File: src/cfg_pin_pkg.sv
// shared constants and types for the configuration pin control block
// assumes one clock domain; all pin levels arrive already synchronous

package cfg_pin_pkg;

    // ----------------------------------------------------------------
    // widths
    // ----------------------------------------------------------------
    localparam int MODE_W = 4;
    localparam int NUM_PLL_PINS = 8;
    localparam int NUM_PCLK_PINS = 8;
    localparam int FRAME_W = 16;
    localparam int FADDR_W = 8;
    localparam int BITCNT_W = 4;

    // ----------------------------------------------------------------
    // readback frame range
    // ----------------------------------------------------------------
    localparam logic [FADDR_W-1:0] RB_FIRST_FRAME = 8'h00;
    localparam logic [FADDR_W-1:0] RB_LAST_FRAME = 8'h3F;
    localparam logic [BITCNT_W-1:0] RB_LAST_BIT = 4'hF;

    // ----------------------------------------------------------------
    // mode select codes and reset value
    // ----------------------------------------------------------------
    localparam logic [MODE_W-1:0] MODE_MASTER = 4'h0;
    localparam logic [MODE_W-1:0] MODE_ASYNC_PERIPH = 4'h1;
    localparam logic [MODE_W-1:0] MODE_SLAVE = 4'h2;
    localparam logic [MODE_W-1:0] MODE_JTAG = 4'h3;
    localparam logic [MODE_W-1:0] MODE_RST = 4'h0;

    // ----------------------------------------------------------------
    // edge detector lanes
    // ----------------------------------------------------------------
    localparam int EDGE_N = 3;
    localparam int EDGE_INIT = 0;
    localparam int EDGE_TRIG = 1;
    localparam int EDGE_CFG_CLOCK = 2;
    localparam logic [EDGE_N-1:0] EDGE_RST = 3'h3;

    typedef enum logic [2:0] {
        ST_WAIT = 3'b001,
        ST_CFG = 3'b010,
        ST_USER = 3'b100
    } cfg_state_t;

    typedef struct packed {
        logic ts_after_cfg;
        logic readback_en;
    } cfg_opt_t;

    typedef struct packed {
        logic used;
        logic irq;
    } host_port_t;

endpackage : cfg_pin_pkg

File: src/pin_edge_detect.sv
// rising and falling edge detection on already synchronous pin levels
// assumes inputs are synchronous to i_mclk, so no synchroniser stage

`timescale 1ns/1ps

module pin_edge_detect (
    input wire logic i_mclk,
    input wire logic i_rst_b,
    input wire logic [cfg_pin_pkg::EDGE_N-1:0] i_level,
    output logic [cfg_pin_pkg::EDGE_N-1:0] o_rise,
    output logic [cfg_pin_pkg::EDGE_N-1:0] o_fall
);
    logic [cfg_pin_pkg::EDGE_N-1:0] prev_q;
    logic [cfg_pin_pkg::EDGE_N-1:0] prev_d;

    always_comb begin
        prev_d = i_level;
    end

    always_ff @(posedge i_mclk) begin
        if (!i_rst_b) begin
            // init and trigger idle high, so no false edge after reset
            prev_q <= cfg_pin_pkg::EDGE_RST;
        end else begin
            prev_q <= prev_d;
        end
    end

    genvar g;
    generate
        for (g = 0; g < cfg_pin_pkg::EDGE_N; g++) begin : g_edge
            assign o_rise[g] = i_level[g] & ~prev_q[g];
            assign o_fall[g] = ~i_level[g] & prev_q[g];
        end
    endgenerate

endmodule : pin_edge_detect

File: src/readback_shifter.sv
// serialises configuration frames, msb first, one bit per cfg clock rising edge
// assumes i_word holds the frame at o_addr; it is read in the same cycle

`timescale 1ns/1ps

module readback_shifter (
    input wire logic i_mclk,
    input wire logic i_rst_b,
    input wire logic i_start,
    input wire logic i_shift,
    input wire logic [cfg_pin_pkg::FRAME_W-1:0] i_word,
    output logic [cfg_pin_pkg::FADDR_W-1:0] o_addr,
    output logic o_bit,
    output logic o_busy
);
    logic busy_q, busy_d;
    logic bit_q, bit_d;
    logic [cfg_pin_pkg::FADDR_W-1:0] addr_q, addr_d;
    logic [cfg_pin_pkg::BITCNT_W-1:0] cnt_q, cnt_d;
    logic last;

    assign last = (addr_q == cfg_pin_pkg::RB_LAST_FRAME) && (cnt_q == cfg_pin_pkg::RB_LAST_BIT);

    always_comb begin
        busy_d = busy_q;
        bit_d = bit_q;
        addr_d = addr_q;
        cnt_d = cnt_q;
        if (i_start) begin
            // a new trigger restarts from the first frame
            busy_d = 1'b1;
            addr_d = cfg_pin_pkg::RB_FIRST_FRAME;
            cnt_d = '0;
        end else if (busy_q && i_shift) begin
            bit_d = i_word[cfg_pin_pkg::RB_LAST_BIT - cnt_q];
            cnt_d = cnt_q + 4'h1;
            if (cnt_q == cfg_pin_pkg::RB_LAST_BIT) begin
                addr_d = addr_q + 8'h01;
            end
            if (last) begin
                busy_d = 1'b0;
            end
        end
    end

    always_ff @(posedge i_mclk) begin
        if (!i_rst_b) begin
            busy_q <= 1'b0;
            bit_q <= 1'b0;
            addr_q <= cfg_pin_pkg::RB_FIRST_FRAME;
            cnt_q <= '0;
        end else begin
            busy_q <= busy_d;
            bit_q <= bit_d;
            addr_q <= addr_d;
            cnt_q <= cnt_d;
        end
    end

    assign o_addr = addr_q;
    assign o_bit = bit_q;
    assign o_busy = busy_q;

    property p_rb_stop;
        @(posedge i_mclk) disable iff (!i_rst_b)
        (busy_q && i_shift && !i_start && last) |=> !busy_q;
    endproperty
    a_rb_stop: assert property (p_rb_stop) else $error("readback did not stop after last frame");

    property p_rb_shift;
        @(posedge i_mclk) disable iff (!i_rst_b)
        (busy_q && i_shift && !i_start) |=> (cnt_q == $past(cnt_q) + 4'h1);
    endproperty
    a_rb_shift: assert property (p_rb_shift) else $error("readback bit count did not advance");

endmodule : readback_shifter

File: src/config_pin_control.sv
// configuration pin control: mode latch, tristate-all, readback, error/irq pin
// assumes all pin levels are synchronous to i_mclk; no register bus

`timescale 1ns/1ps

module config_pin_control (
    input wire logic i_mclk,
    input wire logic i_rst_b,
    input wire logic i_init_pin,
    input wire logic [cfg_pin_pkg::MODE_W-1:0] i_mode_sel,
    input wire logic i_rd_trig_b,
    input wire logic i_cfg_clock,
    input wire logic i_cfg_load_done,
    input wire logic i_init_err,
    input wire cfg_pin_pkg::cfg_opt_t i_opt,
    input wire logic i_bscan_used,
    input wire logic i_tdo,
    input wire cfg_pin_pkg::host_port_t i_host_port,
    input wire logic [cfg_pin_pkg::NUM_PLL_PINS-1:0] i_pll_claim,
    input wire logic [cfg_pin_pkg::NUM_PCLK_PINS-1:0] i_pclk_used,
    input wire logic [cfg_pin_pkg::FRAME_W-1:0] i_rb_word,
    output logic [cfg_pin_pkg::MODE_W-1:0] o_mode,
    output logic o_tristate_all,
    output logic o_rd_data,
    output logic o_cfg_irq_b,
    output logic o_done,
    output logic o_done_oe_b,
    output logic o_mode_pins_user,
    output logic o_pll_hiz,
    output logic o_pll_pullup,
    output logic [cfg_pin_pkg::NUM_PLL_PINS-1:0] o_pll_user,
    output logic [cfg_pin_pkg::NUM_PCLK_PINS-1:0] o_pclk_user,
    output logic [cfg_pin_pkg::FADDR_W-1:0] o_rb_addr,
    output logic o_rb_busy
);

    // ----------------------------------------------------------------
    // decode
    // ----------------------------------------------------------------
    function automatic logic err_mode(input logic [cfg_pin_pkg::MODE_W-1:0] m);
        err_mode = (m == cfg_pin_pkg::MODE_JTAG) || (m == cfg_pin_pkg::MODE_SLAVE) ||
                   (m == cfg_pin_pkg::MODE_MASTER) || (m == cfg_pin_pkg::MODE_ASYNC_PERIPH);
    endfunction : err_mode

    // ----------------------------------------------------------------
    // state and registers
    // ----------------------------------------------------------------
    cfg_pin_pkg::cfg_state_t state_q, state_d;
    logic [cfg_pin_pkg::MODE_W-1:0] mode_q, mode_d;
    logic ts_q, ts_d;
    logic rd_q, rd_d;
    logic irq_b_q, irq_b_d;
    logic done_q, done_d;
    logic mpu_q, mpu_d;
    logic pll_hiz_q, pll_hiz_d;
    logic [cfg_pin_pkg::NUM_PLL_PINS-1:0] pll_user_q, pll_user_d;
    logic [cfg_pin_pkg::NUM_PCLK_PINS-1:0] pclk_user_q, pclk_user_d;

    logic [cfg_pin_pkg::EDGE_N-1:0] lvl;
    logic [cfg_pin_pkg::EDGE_N-1:0] rise;
    logic [cfg_pin_pkg::EDGE_N-1:0] fall;
    logic rb_start;
    logic rb_bit;
    logic in_user;

    assign lvl[cfg_pin_pkg::EDGE_INIT] = i_init_pin;
    assign lvl[cfg_pin_pkg::EDGE_TRIG] = i_rd_trig_b;
    assign lvl[cfg_pin_pkg::EDGE_CFG_CLOCK] = i_cfg_clock;
    assign in_user = (state_q == cfg_pin_pkg::ST_USER);

    pin_edge_detect u_edge (
        .i_mclk(i_mclk),
        .i_rst_b(i_rst_b),
        .i_level(lvl),
        .o_rise(rise),
        .o_fall(fall)
    );

    // ----------------------------------------------------------------
    // readback
    // ----------------------------------------------------------------
    // readback only exists once the device is configured
    assign rb_start = in_user && i_opt.readback_en && fall[cfg_pin_pkg::EDGE_TRIG];

    // the host clocks readback data out on cfg clock rising edges
    readback_shifter u_rb (
        .i_mclk(i_mclk),
        .i_rst_b(i_rst_b),
        .i_start(rb_start),
        .i_shift(rise[cfg_pin_pkg::EDGE_CFG_CLOCK]),
        .i_word(i_rb_word),
        .o_addr(o_rb_addr),
        .o_bit(rb_bit),
        .o_busy(o_rb_busy)
    );

    // ----------------------------------------------------------------
    // next state
    // ----------------------------------------------------------------
    always_comb begin
        state_d = state_q;
        mode_d = mode_q;
        case (state_q)
            cfg_pin_pkg::ST_WAIT: begin
                // held here as long as init stays low
                if (rise[cfg_pin_pkg::EDGE_INIT]) begin
                    mode_d = i_mode_sel;
                    state_d = cfg_pin_pkg::ST_CFG;
                end
            end
            cfg_pin_pkg::ST_CFG: begin
                if (i_cfg_load_done) begin
                    state_d = cfg_pin_pkg::ST_USER;
                end
            end
            cfg_pin_pkg::ST_USER: begin
                state_d = cfg_pin_pkg::ST_USER;
            end
            default: begin
                state_d = cfg_pin_pkg::ST_WAIT;
            end
        endcase

        // trigger only meaningful once init is high, which the host guarantees
        if (!in_user) begin
            ts_d = ~i_rd_trig_b;
        end else begin
            ts_d = i_opt.ts_after_cfg & ~i_rd_trig_b;
        end

        rd_d = i_bscan_used ? i_tdo : rb_bit;

        if (i_host_port.used) begin
            irq_b_d = ~i_host_port.irq;
        end else begin
            // error indication only in the listed modes and only before done
            irq_b_d = ~(!in_user && err_mode(mode_q) && i_init_err);
        end

        // done follows the next state so it rises with entry to user mode
        done_d = (state_d == cfg_pin_pkg::ST_USER);
        mpu_d = in_user;
        pll_hiz_d = ~in_user;
        pll_user_d = in_user ? ~i_pll_claim : '0;
        pclk_user_d = in_user ? ~i_pclk_used : '0;
    end

    always_ff @(posedge i_mclk) begin
        if (!i_rst_b) begin
            state_q <= cfg_pin_pkg::ST_WAIT;
            mode_q <= cfg_pin_pkg::MODE_RST;
            ts_q <= 1'b0;
            rd_q <= 1'b0;
            irq_b_q <= 1'b1;
            done_q <= 1'b0;
            mpu_q <= 1'b0;
            pll_hiz_q <= 1'b1;
            pll_user_q <= '0;
            pclk_user_q <= '0;
        end else begin
            state_q <= state_d;
            mode_q <= mode_d;
            ts_q <= ts_d;
            rd_q <= rd_d;
            irq_b_q <= irq_b_d;
            done_q <= done_d;
            mpu_q <= mpu_d;
            pll_hiz_q <= pll_hiz_d;
            pll_user_q <= pll_user_d;
            pclk_user_q <= pclk_user_d;
        end
    end

    // ----------------------------------------------------------------
    // outputs
    // ----------------------------------------------------------------
    assign o_mode = mode_q;
    assign o_tristate_all = ts_q;
    assign o_rd_data = rd_q;
    assign o_cfg_irq_b = irq_b_q;
    // open drain: pulled low until done, then released so the pull-up reads high
    assign o_done = done_q;
    assign o_done_oe_b = done_q;
    assign o_mode_pins_user = mpu_q;
    assign o_pll_hiz = pll_hiz_q;
    // pull-ups share the tristate window; a split enable was not needed
    assign o_pll_pullup = pll_hiz_q;
    assign o_pll_user = pll_user_q;
    assign o_pclk_user = pclk_user_q;

    // ----------------------------------------------------------------
    // checks
    // ----------------------------------------------------------------
    property p_ts_cfg;
        @(posedge i_mclk) disable iff (!i_rst_b)
        (!in_user && !i_rd_trig_b) |=> o_tristate_all;
    endproperty
    a_ts_cfg: assert property (p_ts_cfg) else $error("tristate-all missing during config");

    property p_ts_user;
        @(posedge i_mclk) disable iff (!i_rst_b)
        (in_user && !i_opt.ts_after_cfg) |=> !o_tristate_all;
    endproperty
    a_ts_user: assert property (p_ts_user) else $error("tristate-all active without option");

    property p_rb_start;
        @(posedge i_mclk) disable iff (!i_rst_b)
        (in_user && i_opt.readback_en && $fell(i_rd_trig_b))
            |=> (o_rb_busy && o_rb_addr == cfg_pin_pkg::RB_FIRST_FRAME);
    endproperty
    a_rb_start: assert property (p_rb_start) else $error("readback not started at frame 0");

    property p_rd_tdo;
        @(posedge i_mclk) disable iff (!i_rst_b)
        i_bscan_used |=> (o_rd_data == $past(i_tdo));
    endproperty
    a_rd_tdo: assert property (p_rd_tdo) else $error("readback pin does not carry tdo");

    property p_irq_err;
        @(posedge i_mclk) disable iff (!i_rst_b)
        (!in_user && !i_host_port.used && err_mode(mode_q) && i_init_err) |=> !o_cfg_irq_b;
    endproperty
    a_irq_err: assert property (p_irq_err) else $error("init error not signalled");

    property p_irq_host;
        @(posedge i_mclk) disable iff (!i_rst_b)
        i_host_port.used |=> (o_cfg_irq_b == !$past(i_host_port.irq));
    endproperty
    a_irq_host: assert property (p_irq_host) else $error("host irq not mirrored");

    property p_mode_latch;
        @(posedge i_mclk) disable iff (!i_rst_b)
        // edge detector restarts with init seen high, so no latch on the first edge
        ($past(i_rst_b) && state_q == cfg_pin_pkg::ST_WAIT && $rose(i_init_pin))
            |=> (o_mode == $past(i_mode_sel) && state_q == cfg_pin_pkg::ST_CFG) ##1
                (o_mode == $past(o_mode));
    endproperty
    a_mode_latch: assert property (p_mode_latch) else $error("mode not latched on init rise");

    property p_wait;
        @(posedge i_mclk) disable iff (!i_rst_b)
        (state_q == cfg_pin_pkg::ST_WAIT && !i_init_pin) |=> state_q == cfg_pin_pkg::ST_WAIT;
    endproperty
    a_wait: assert property (p_wait) else $error("left wait state with init low");

    property p_done;
        @(posedge i_mclk) disable iff (!i_rst_b)
        (state_q == cfg_pin_pkg::ST_CFG && i_cfg_load_done) |=> (o_done && o_done_oe_b) ##1 o_done;
    endproperty
    a_done: assert property (p_done) else $error("done not released after config");

    property p_pll_cfg;
        @(posedge i_mclk) disable iff (!i_rst_b)
        !in_user |=> (o_pll_hiz && o_pll_pullup && o_pll_user == '0 && !o_mode_pins_user);
    endproperty
    a_pll_cfg: assert property (p_pll_cfg) else $error("pins not held during config");

    property p_user_pins;
        @(posedge i_mclk) disable iff (!i_rst_b)
        in_user |=> (o_mode_pins_user && !o_pll_hiz && o_pll_user == ~$past(i_pll_claim)
                     && o_pclk_user == ~$past(i_pclk_used));
    endproperty
    a_user_pins: assert property (p_user_pins) else $error("pins not released to user");

    property p_rd_rb;
        @(posedge i_mclk) disable iff (!i_rst_b)
        !i_bscan_used |=> (o_rd_data == $past(rb_bit));
    endproperty
    a_rd_rb: assert property (p_rd_rb) else $error("readback pin lost readback data");

    property p_irq_user;
        @(posedge i_mclk) disable iff (!i_rst_b)
        (in_user && !i_host_port.used) |=> o_cfg_irq_b;
    endproperty
    a_irq_user: assert property (p_irq_user) else $error("error pin low after config");

    property p_ts_on;
        @(posedge i_mclk) disable iff (!i_rst_b)
        (in_user && i_opt.ts_after_cfg && !i_rd_trig_b) |=> o_tristate_all;
    endproperty
    a_ts_on: assert property (p_ts_on) else $error("tristate-all missing with option");

    property p_rb_idle;
        @(posedge i_mclk) disable iff (!i_rst_b)
        (!o_rb_busy && !(in_user && i_opt.readback_en)) |=> !o_rb_busy;
    endproperty
    a_rb_idle: assert property (p_rb_idle) else $error("readback started without option");

endmodule : config_pin_control

File: config.mk
export PLATFORM = sky130hd
export DESIGN_NAME = config_pin_control
export DESIGN_NICKNAME = d
export VERILOG_FILES = /design/src/cfg_pin_pkg.sv /design/src/pin_edge_detect.sv /design/src/readback_shifter.sv /design/src/config_pin_control.sv
export SDC_FILE = /design/constraint.sdc
export NUM_CORES = 1
export LEC_CHECK = 0
export BUFFER_PORTS_ARGS = -buffer_cell sky130_fd_sc_hd__clkbuf_2
export CAP_MARGIN = 20
export CORE_MARGIN = 1
export CORE_UTILIZATION = 45
export CTS_BUF_LIST = sky130_fd_sc_hd__clkbuf_8
export CTS_CLUSTER_SIZE = 8
export DETAILED_ROUTE_END_ITERATION = 10
export GPL_TIMING_DRIVEN = 0
export PLACE_DENSITY = 0.86
export SYNTH_ARGS = -nofsm -noshare
export SYNTH_HDL_FRONTEND = slang
export SYNTH_SLANG_ARGS = --single-unit
File: constraint.sdc
create_clock -name i_mclk -period 2 [get_ports i_mclk]
set_input_delay 0 -clock i_mclk [delete_from_list [all_inputs] [get_ports i_mclk]]
set_output_delay 0 -clock i_mclk [all_outputs]
set_load 0.02 [all_outputs]
# After elaboration in Yosys (flattened, before gate mapping)
# Cells that the tools add are included.
# op_classes
bitwise_logic	14
n_reduce_logical	19
add_sub_neg	3
order_cmp	1
mux	11
n_eq_ne	9
# op_table
op	n
$not A8 Y8	2
$reduce_and A2 Y1	5
$pmux W3 S3	1
$add A8 B1 Y8 const B	1
$eq A4 B2 Y1 const B	2
$eq A8 B6 Y1 const B	1
$not A1 Y1	8
$mux W1	7
$eq A3 B3 Y1 const B	2
$logic_and A1 B1 Y1	6
$mux W3	2
$lt A4 B5 Y1 const B	1
$add A4 B1 Y4 const B	1
$and A1 B1 Y1	4
$bmux W1 S4	1
$eq A4 B1 Y1 const B	1
$eq A4 B4 Y1 const B	1
$logic_not A4 Y1	1
$reduce_bool A2 Y1	2
$sub A4 B4 Y4 const A	1
$eq A3 B1 Y1 const B	1
$eq A3 B2 Y1 const B	1
$logic_or A1 B1 Y1	3
$reduce_or A2 Y1	1
$logic_not A1 Y1	1
# word_totals
inputBits	49
reg_bits	46

# Logic depth before layout (Yosys ltp)
# logic_depth
depth_word	8
mapped_depth	5
depth_no_buf	5

# By module
# A second synthesis with hierarchy kept.
# hier_totals
hier_cells	187
area_unflattened_um2	1891.8
# modules_own_cells
module	n_inst	cells_per_inst	area_each_um2	seq_area_each_um2
config_pin_control	1	89	987.2	580.6
readback_shifter	1	86	788.3	280.3
pin_edge_detect	1	12	116.4	60.1

# Least setup slack after synthesis
# No wires, ideal clock.
# synth_path
path_type	reg2reg
from	register u_rb.cnt_q[1] in the netlist's numbering
to	register u_rb.bit_q, in the netlist u_rb.o_bit
synth_period_minus_slack_ns	1.447
t_required_ns	1.874
arrival_time_ns	1.321
n_path_buf	0
setup_ns	0.126
setup_slack_ns	0.553
stages_incl_launch_ff	5
path_cell_list	dfxtp_1 mux4_1 o22ai_1 o32a_1 a21oi_2
# synth_via
elab_chain_cells	3
# synth_rtl
item	line	text
from (decl)	readback_shifter.sv:19	logic [cfg_pin_pkg::BITCNT_W-1:0] cnt_q, cnt_d;
from (signal assigned)	readback_shifter.sv:56	cnt_q <= cnt_d;
$sub A4 B4 Y4	readback_shifter.sv:35	bit_d = i_word[cfg_pin_pkg::RB_LAST_BIT - cnt_q];
$bmux W1 S4	readback_shifter.sv:35	
$mux W1 (not written as such)	readback_shifter.sv:35	
to (signal assigned)	readback_shifter.sv:54	bit_q <= bit_d;
to (decl)	readback_shifter.sv:17	logic bit_q, bit_d;
# No other way between the ends. The select of a mux whose other input is x is not followed.
# A chain may end at the register's enable or synchronous reset.

# Final worst setup path
# Ends and elaborated chain as after synthesis.

==> Implementation_results.wiki <==
{| class="wikitable"
! Metric !! Value
|-
| Type of the tightest min-delay check || input pin to register
|-
| Worst path bufs/invs || 0
|-
| Total of cells resized after clock tree synthesis || 0
|-
| Die Area || about 4200 µm²
|-
| Tcrit/Tclk final || about four fifths
|-
| Synth warnings || 0
|-
| Max clock buf depth || 2
|-
| Top Usage Layer GRT || met2
|-
| Leakage power || ~1.3 nW
|-
| WP data required || about 2200 ps
|-
| Total of max-cap violations || 0
|-
| Total global-route track usage || roughly 22%
|-
| Core region area || approximately 3700 µm²
|-
| Status || finished clean
|-
| Post-Synthesis Mean Instance Area || between 10 and 15 µm²
|-
| Number of storage elements in the synthesis netlist || 46
|-
| Clock-pin slew of the registers on the worst-case setup and hold paths || 90 ps
|-
| CTS tree || built
|-
| Worst vdd rail ir drop || a little over 0.5 mV
|-
| Met2 Resource Use GR || between 40% and 50%
|-
| Met1 Track Usage GR || 22.7%
|-
| Iteration-0 DRC Markers || 48
|-
| Worst setup slack after layout || about 360 ps
|-
| Most common library cell in the layout ignoring fill and taps || sky130_fd_sc_hd__clkbuf_2
|-
| Number of nets with antenna violations after detailed routing || 0
|-
| Highest cell delay on the worst timing path || 620 ps
|-
| Crit path DAT || roughly 1800 ps
|-
| Total wire length after detailed routing || 4.34 mm
|-
| Overall die width || 64.5 µm
|-
| Weighted congestion at the end of routability-driven global placement || approximately 0.79
|-
| Crit. End Element || register
|-
| Buffer cell driving the clock tree root || sky130_fd_sc_hd__clkbuf_8
|-
| Via count of the first global-routing pass || approximately 1500
|-
| Final hold vios || 0
|-
| Overflow after GRT || 0
|-
| Sum of negative setup slack || 0 ps
|-
| Worst setup timing slack at the placement stage || approximately 380 ps
|-
| Cell type with the highest aggregate area in the netlist || sky130_fd_sc_hd__dfxtp_1
|-
| Initial standard-cell utilization of the core || about 47%
|-
| Top Ports || 86
|-
| Post-Synthesis Net Count || roughly 220
|-
| # Post-CTS Setup Buffers || 0
|-
| Wire length of the first global-routing pass || 6.81 mm
|-
| Instance count of the mapped netlist || 167
|-
| Row cnt || 22
|-
| Deepest level of the CTS H-tree || 2
|-
| Top cells by area in the synthesized netlist || sky130_fd_sc_hd__dfxtp_1, sky130_fd_sc_hd__nor2_1, sky130_fd_sc_hd__mux2i_1
|-
| Slowest library cell on the worst path || sky130_fd_sc_hd__mux4_1
|-
| Detailed-routing iteration count for the pre-antenna-repair pass || 3
|-
| Final period demand of the worst path || 1640 ps
|-
| Rel. slew slack || 73.7%
|-
| DR vias || about 1600
|-
| Sum of net half-perimeters after detailed placement || roughly 2.8 mm
|-
| Cell area power density || 712 nW/µm²
|-
| Sinks on the clock net || 46
|-
| Height of the chip || ~65 µm
|-
| Worst hold slack after final layout || around 19 ps
|-
| Largest net degree at the start of global routing || 16
|-
| Number of setup violations in the final report || 0
|-
| Area growth from synthesis to layout || 52.5%
|-
| Setup repair after global routing missed its margin || no
|-
| Post-synth cell types || slightly above 40
|-
| Clock buffer count from CTS || 5
|-
| Insertion delay to the later sink of the worst-skew pair || 310 ps
|-
| Slew at the pin closest to its max-slew limit || approximately 390 ps
|-
| Top Family by Delay on Critical Path || multiplexers
|-
| Worst clock skew || roughly 13 ps
|-
| Share of the synthesized area in the top cell type || 52.4%
|-
| Proportion of layout cells with a drive suffix above 1 || approximately 38%
|-
| Number of remaining DRC errors || 0
|-
| Sort of element at the start of the critical path || register
|-
| Final antenna diode count || 0
|-
| Met3 track demand over resource || between 5 and 6%
|-
| Sequential area share after synthesis || 52.4%
|-
| Worst Path Class, Setup || register to register
|-
| Most frequent cells in the layout || sky130_fd_sc_hd__clkbuf_2, sky130_fd_sc_hd__dfxtp_1, sky130_fd_sc_hd__dlygate4sd3_1
|-
| Final Power || 0.00191 W
|-
| Summed instance area of the synthesized netlist || between 1500 and 2000 µm²
|-
| Post-CTS Hold Buffers || 30
|-
| Max-slew violation total from the final report || 0
|-
| Initial antenna violation count || 0
|-
| Number of nets in the final layout || 340
|-
| Largest driver fanout on the critical path || 7
|-
| Drt wl/cell || between 10 and 15 µm
|-
| Ordered cell list for the critical path || mux4_1 > o22ai_1 > o32a_1 > a21oi_2
|-
| Max Fclk || 610 MHz
|-
| Via-per-instance ratio || between 4 and 5
|-
| IO Port Bufs || 85
|}
worst register-to-register path, stage by stage (launching register included):
cell and delay [ps]:
sky130_fd_sc_hd__dfxtp_1 500, sky130_fd_sc_hd__mux4_1 620, sky130_fd_sc_hd__o22ai_1 170, sky130_fd_sc_hd__o32a_1 180
sky130_fd_sc_hd__a21oi_2 60
metal layers:
layer  vias to the layer above  share of wire, %
met2                        48                52
met4                         0               2.0
met3                         9               4.0
met5                         -                 0
li1                        813                 -
met1                       735                42
final cells by class:
| type | count | area, µm² |
|---|---|---|
| fillers | 300 | 1030 |
| clock inverters | 3 | 68.8 |
| plain buffers | 7 | 50.0 |
| multi-input cells | 112 | 779 |
| flip-flops and latches | 46 | 921 |
| inverters | 2 | 7.51 |
| clock buffers | 5 | 68.8 |
| repair buffers | 115 | 726 |
| well taps | 48 | 60.1 |
cells by family (layout without fill, tap and decap cells):
logic type,Yosys count,after routing,share of synthesized area (%)
AO/OA/AOI/OAI,22,22,7.90
XOR/XNOR,7,7,3.49
adder cells (fa/ha/maj),2,2,1.42
buffers and inverters,9,132,3.27
flip-flops,46,46,52.4
multiplexers,12,12,8.90
AND/OR/NAND/NOR,69,69,22.6
sequential cells by signal, indices dropped and copies added (netlist names):
name              count
o_pclk_user           8
o_pll_user            8
u_rb.o_addr           8
o_mode                4
u_rb.cnt_q            4
state_q               3
u_edge.prev_q         3
o_cfg_irq_b           1
o_done                1
o_mode_pins_user      1
o_pll_hiz             1
o_rd_data             1
o_tristate_all        1
u_rb.o_bit            1
u_rb.o_busy           1
power breakdown:
part	internal, W	switching (W)
registers	0.000925	0.00000512
logic	0.0000962	0.0000538
clock network	0.000500	0.000329
total	0.00152	0.000388
path summary, 6_finish.rpt:
check | start | endpoint | slack, ps | cells past startpoint
setup / recovery | u_rb.cnt_q[1]$_SDFFE_PP0P_ | u_rb.o_bit$_SDFFE_PN0P_ | 360 | 4
hold / removal | i_host_port[1] | o_cfg_irq_b$_SDFF_PN1_ | 20 | 4
setup reg to reg | u_rb.cnt_q[1]$_SDFFE_PP0P_ | u_rb.o_bit$_SDFFE_PN0P_ | 360 | 4
hold reg to reg | u_rb.o_busy$_SDFFE_PN0P_ | u_rb.o_busy$_SDFFE_PN0P_ | 510 | 2
through the flow:
step / std cells / cell area, µm² / util (%)
after global placement: 300 / 2240 / 60.4
after floorplan: 167 / 1760 / -
after global routing: 338 / 2680 / 72.2
after CTS: 338 / 2680 / 72.2
after detailed placement: 300 / 2240 / 60.4
final: 338 / 2680 / 72.2
cells in the mapped netlist (all sizes together):
cell type,number
a21oi,6
xor2,6
o21ai,7
and3,4
nor2,26
nand4bb,2
or3,3
xnor2,1
o21a,1
mux2,3
nand3,2
a21boi,2
ha,2
o21ba,1
nand2b,2
or2b,1
a211oi,1
dfxtp,46
and2,1
nand2,10
or4b,1
o22ai,2
o31ai,1
inv,2
nand4,3
mux2i,7
and3b,2
mux4,2
buf,5
clkbuf,2
nor2b,8
o32a,1
nor3b,4
Power figures use the tool's default switching activity.
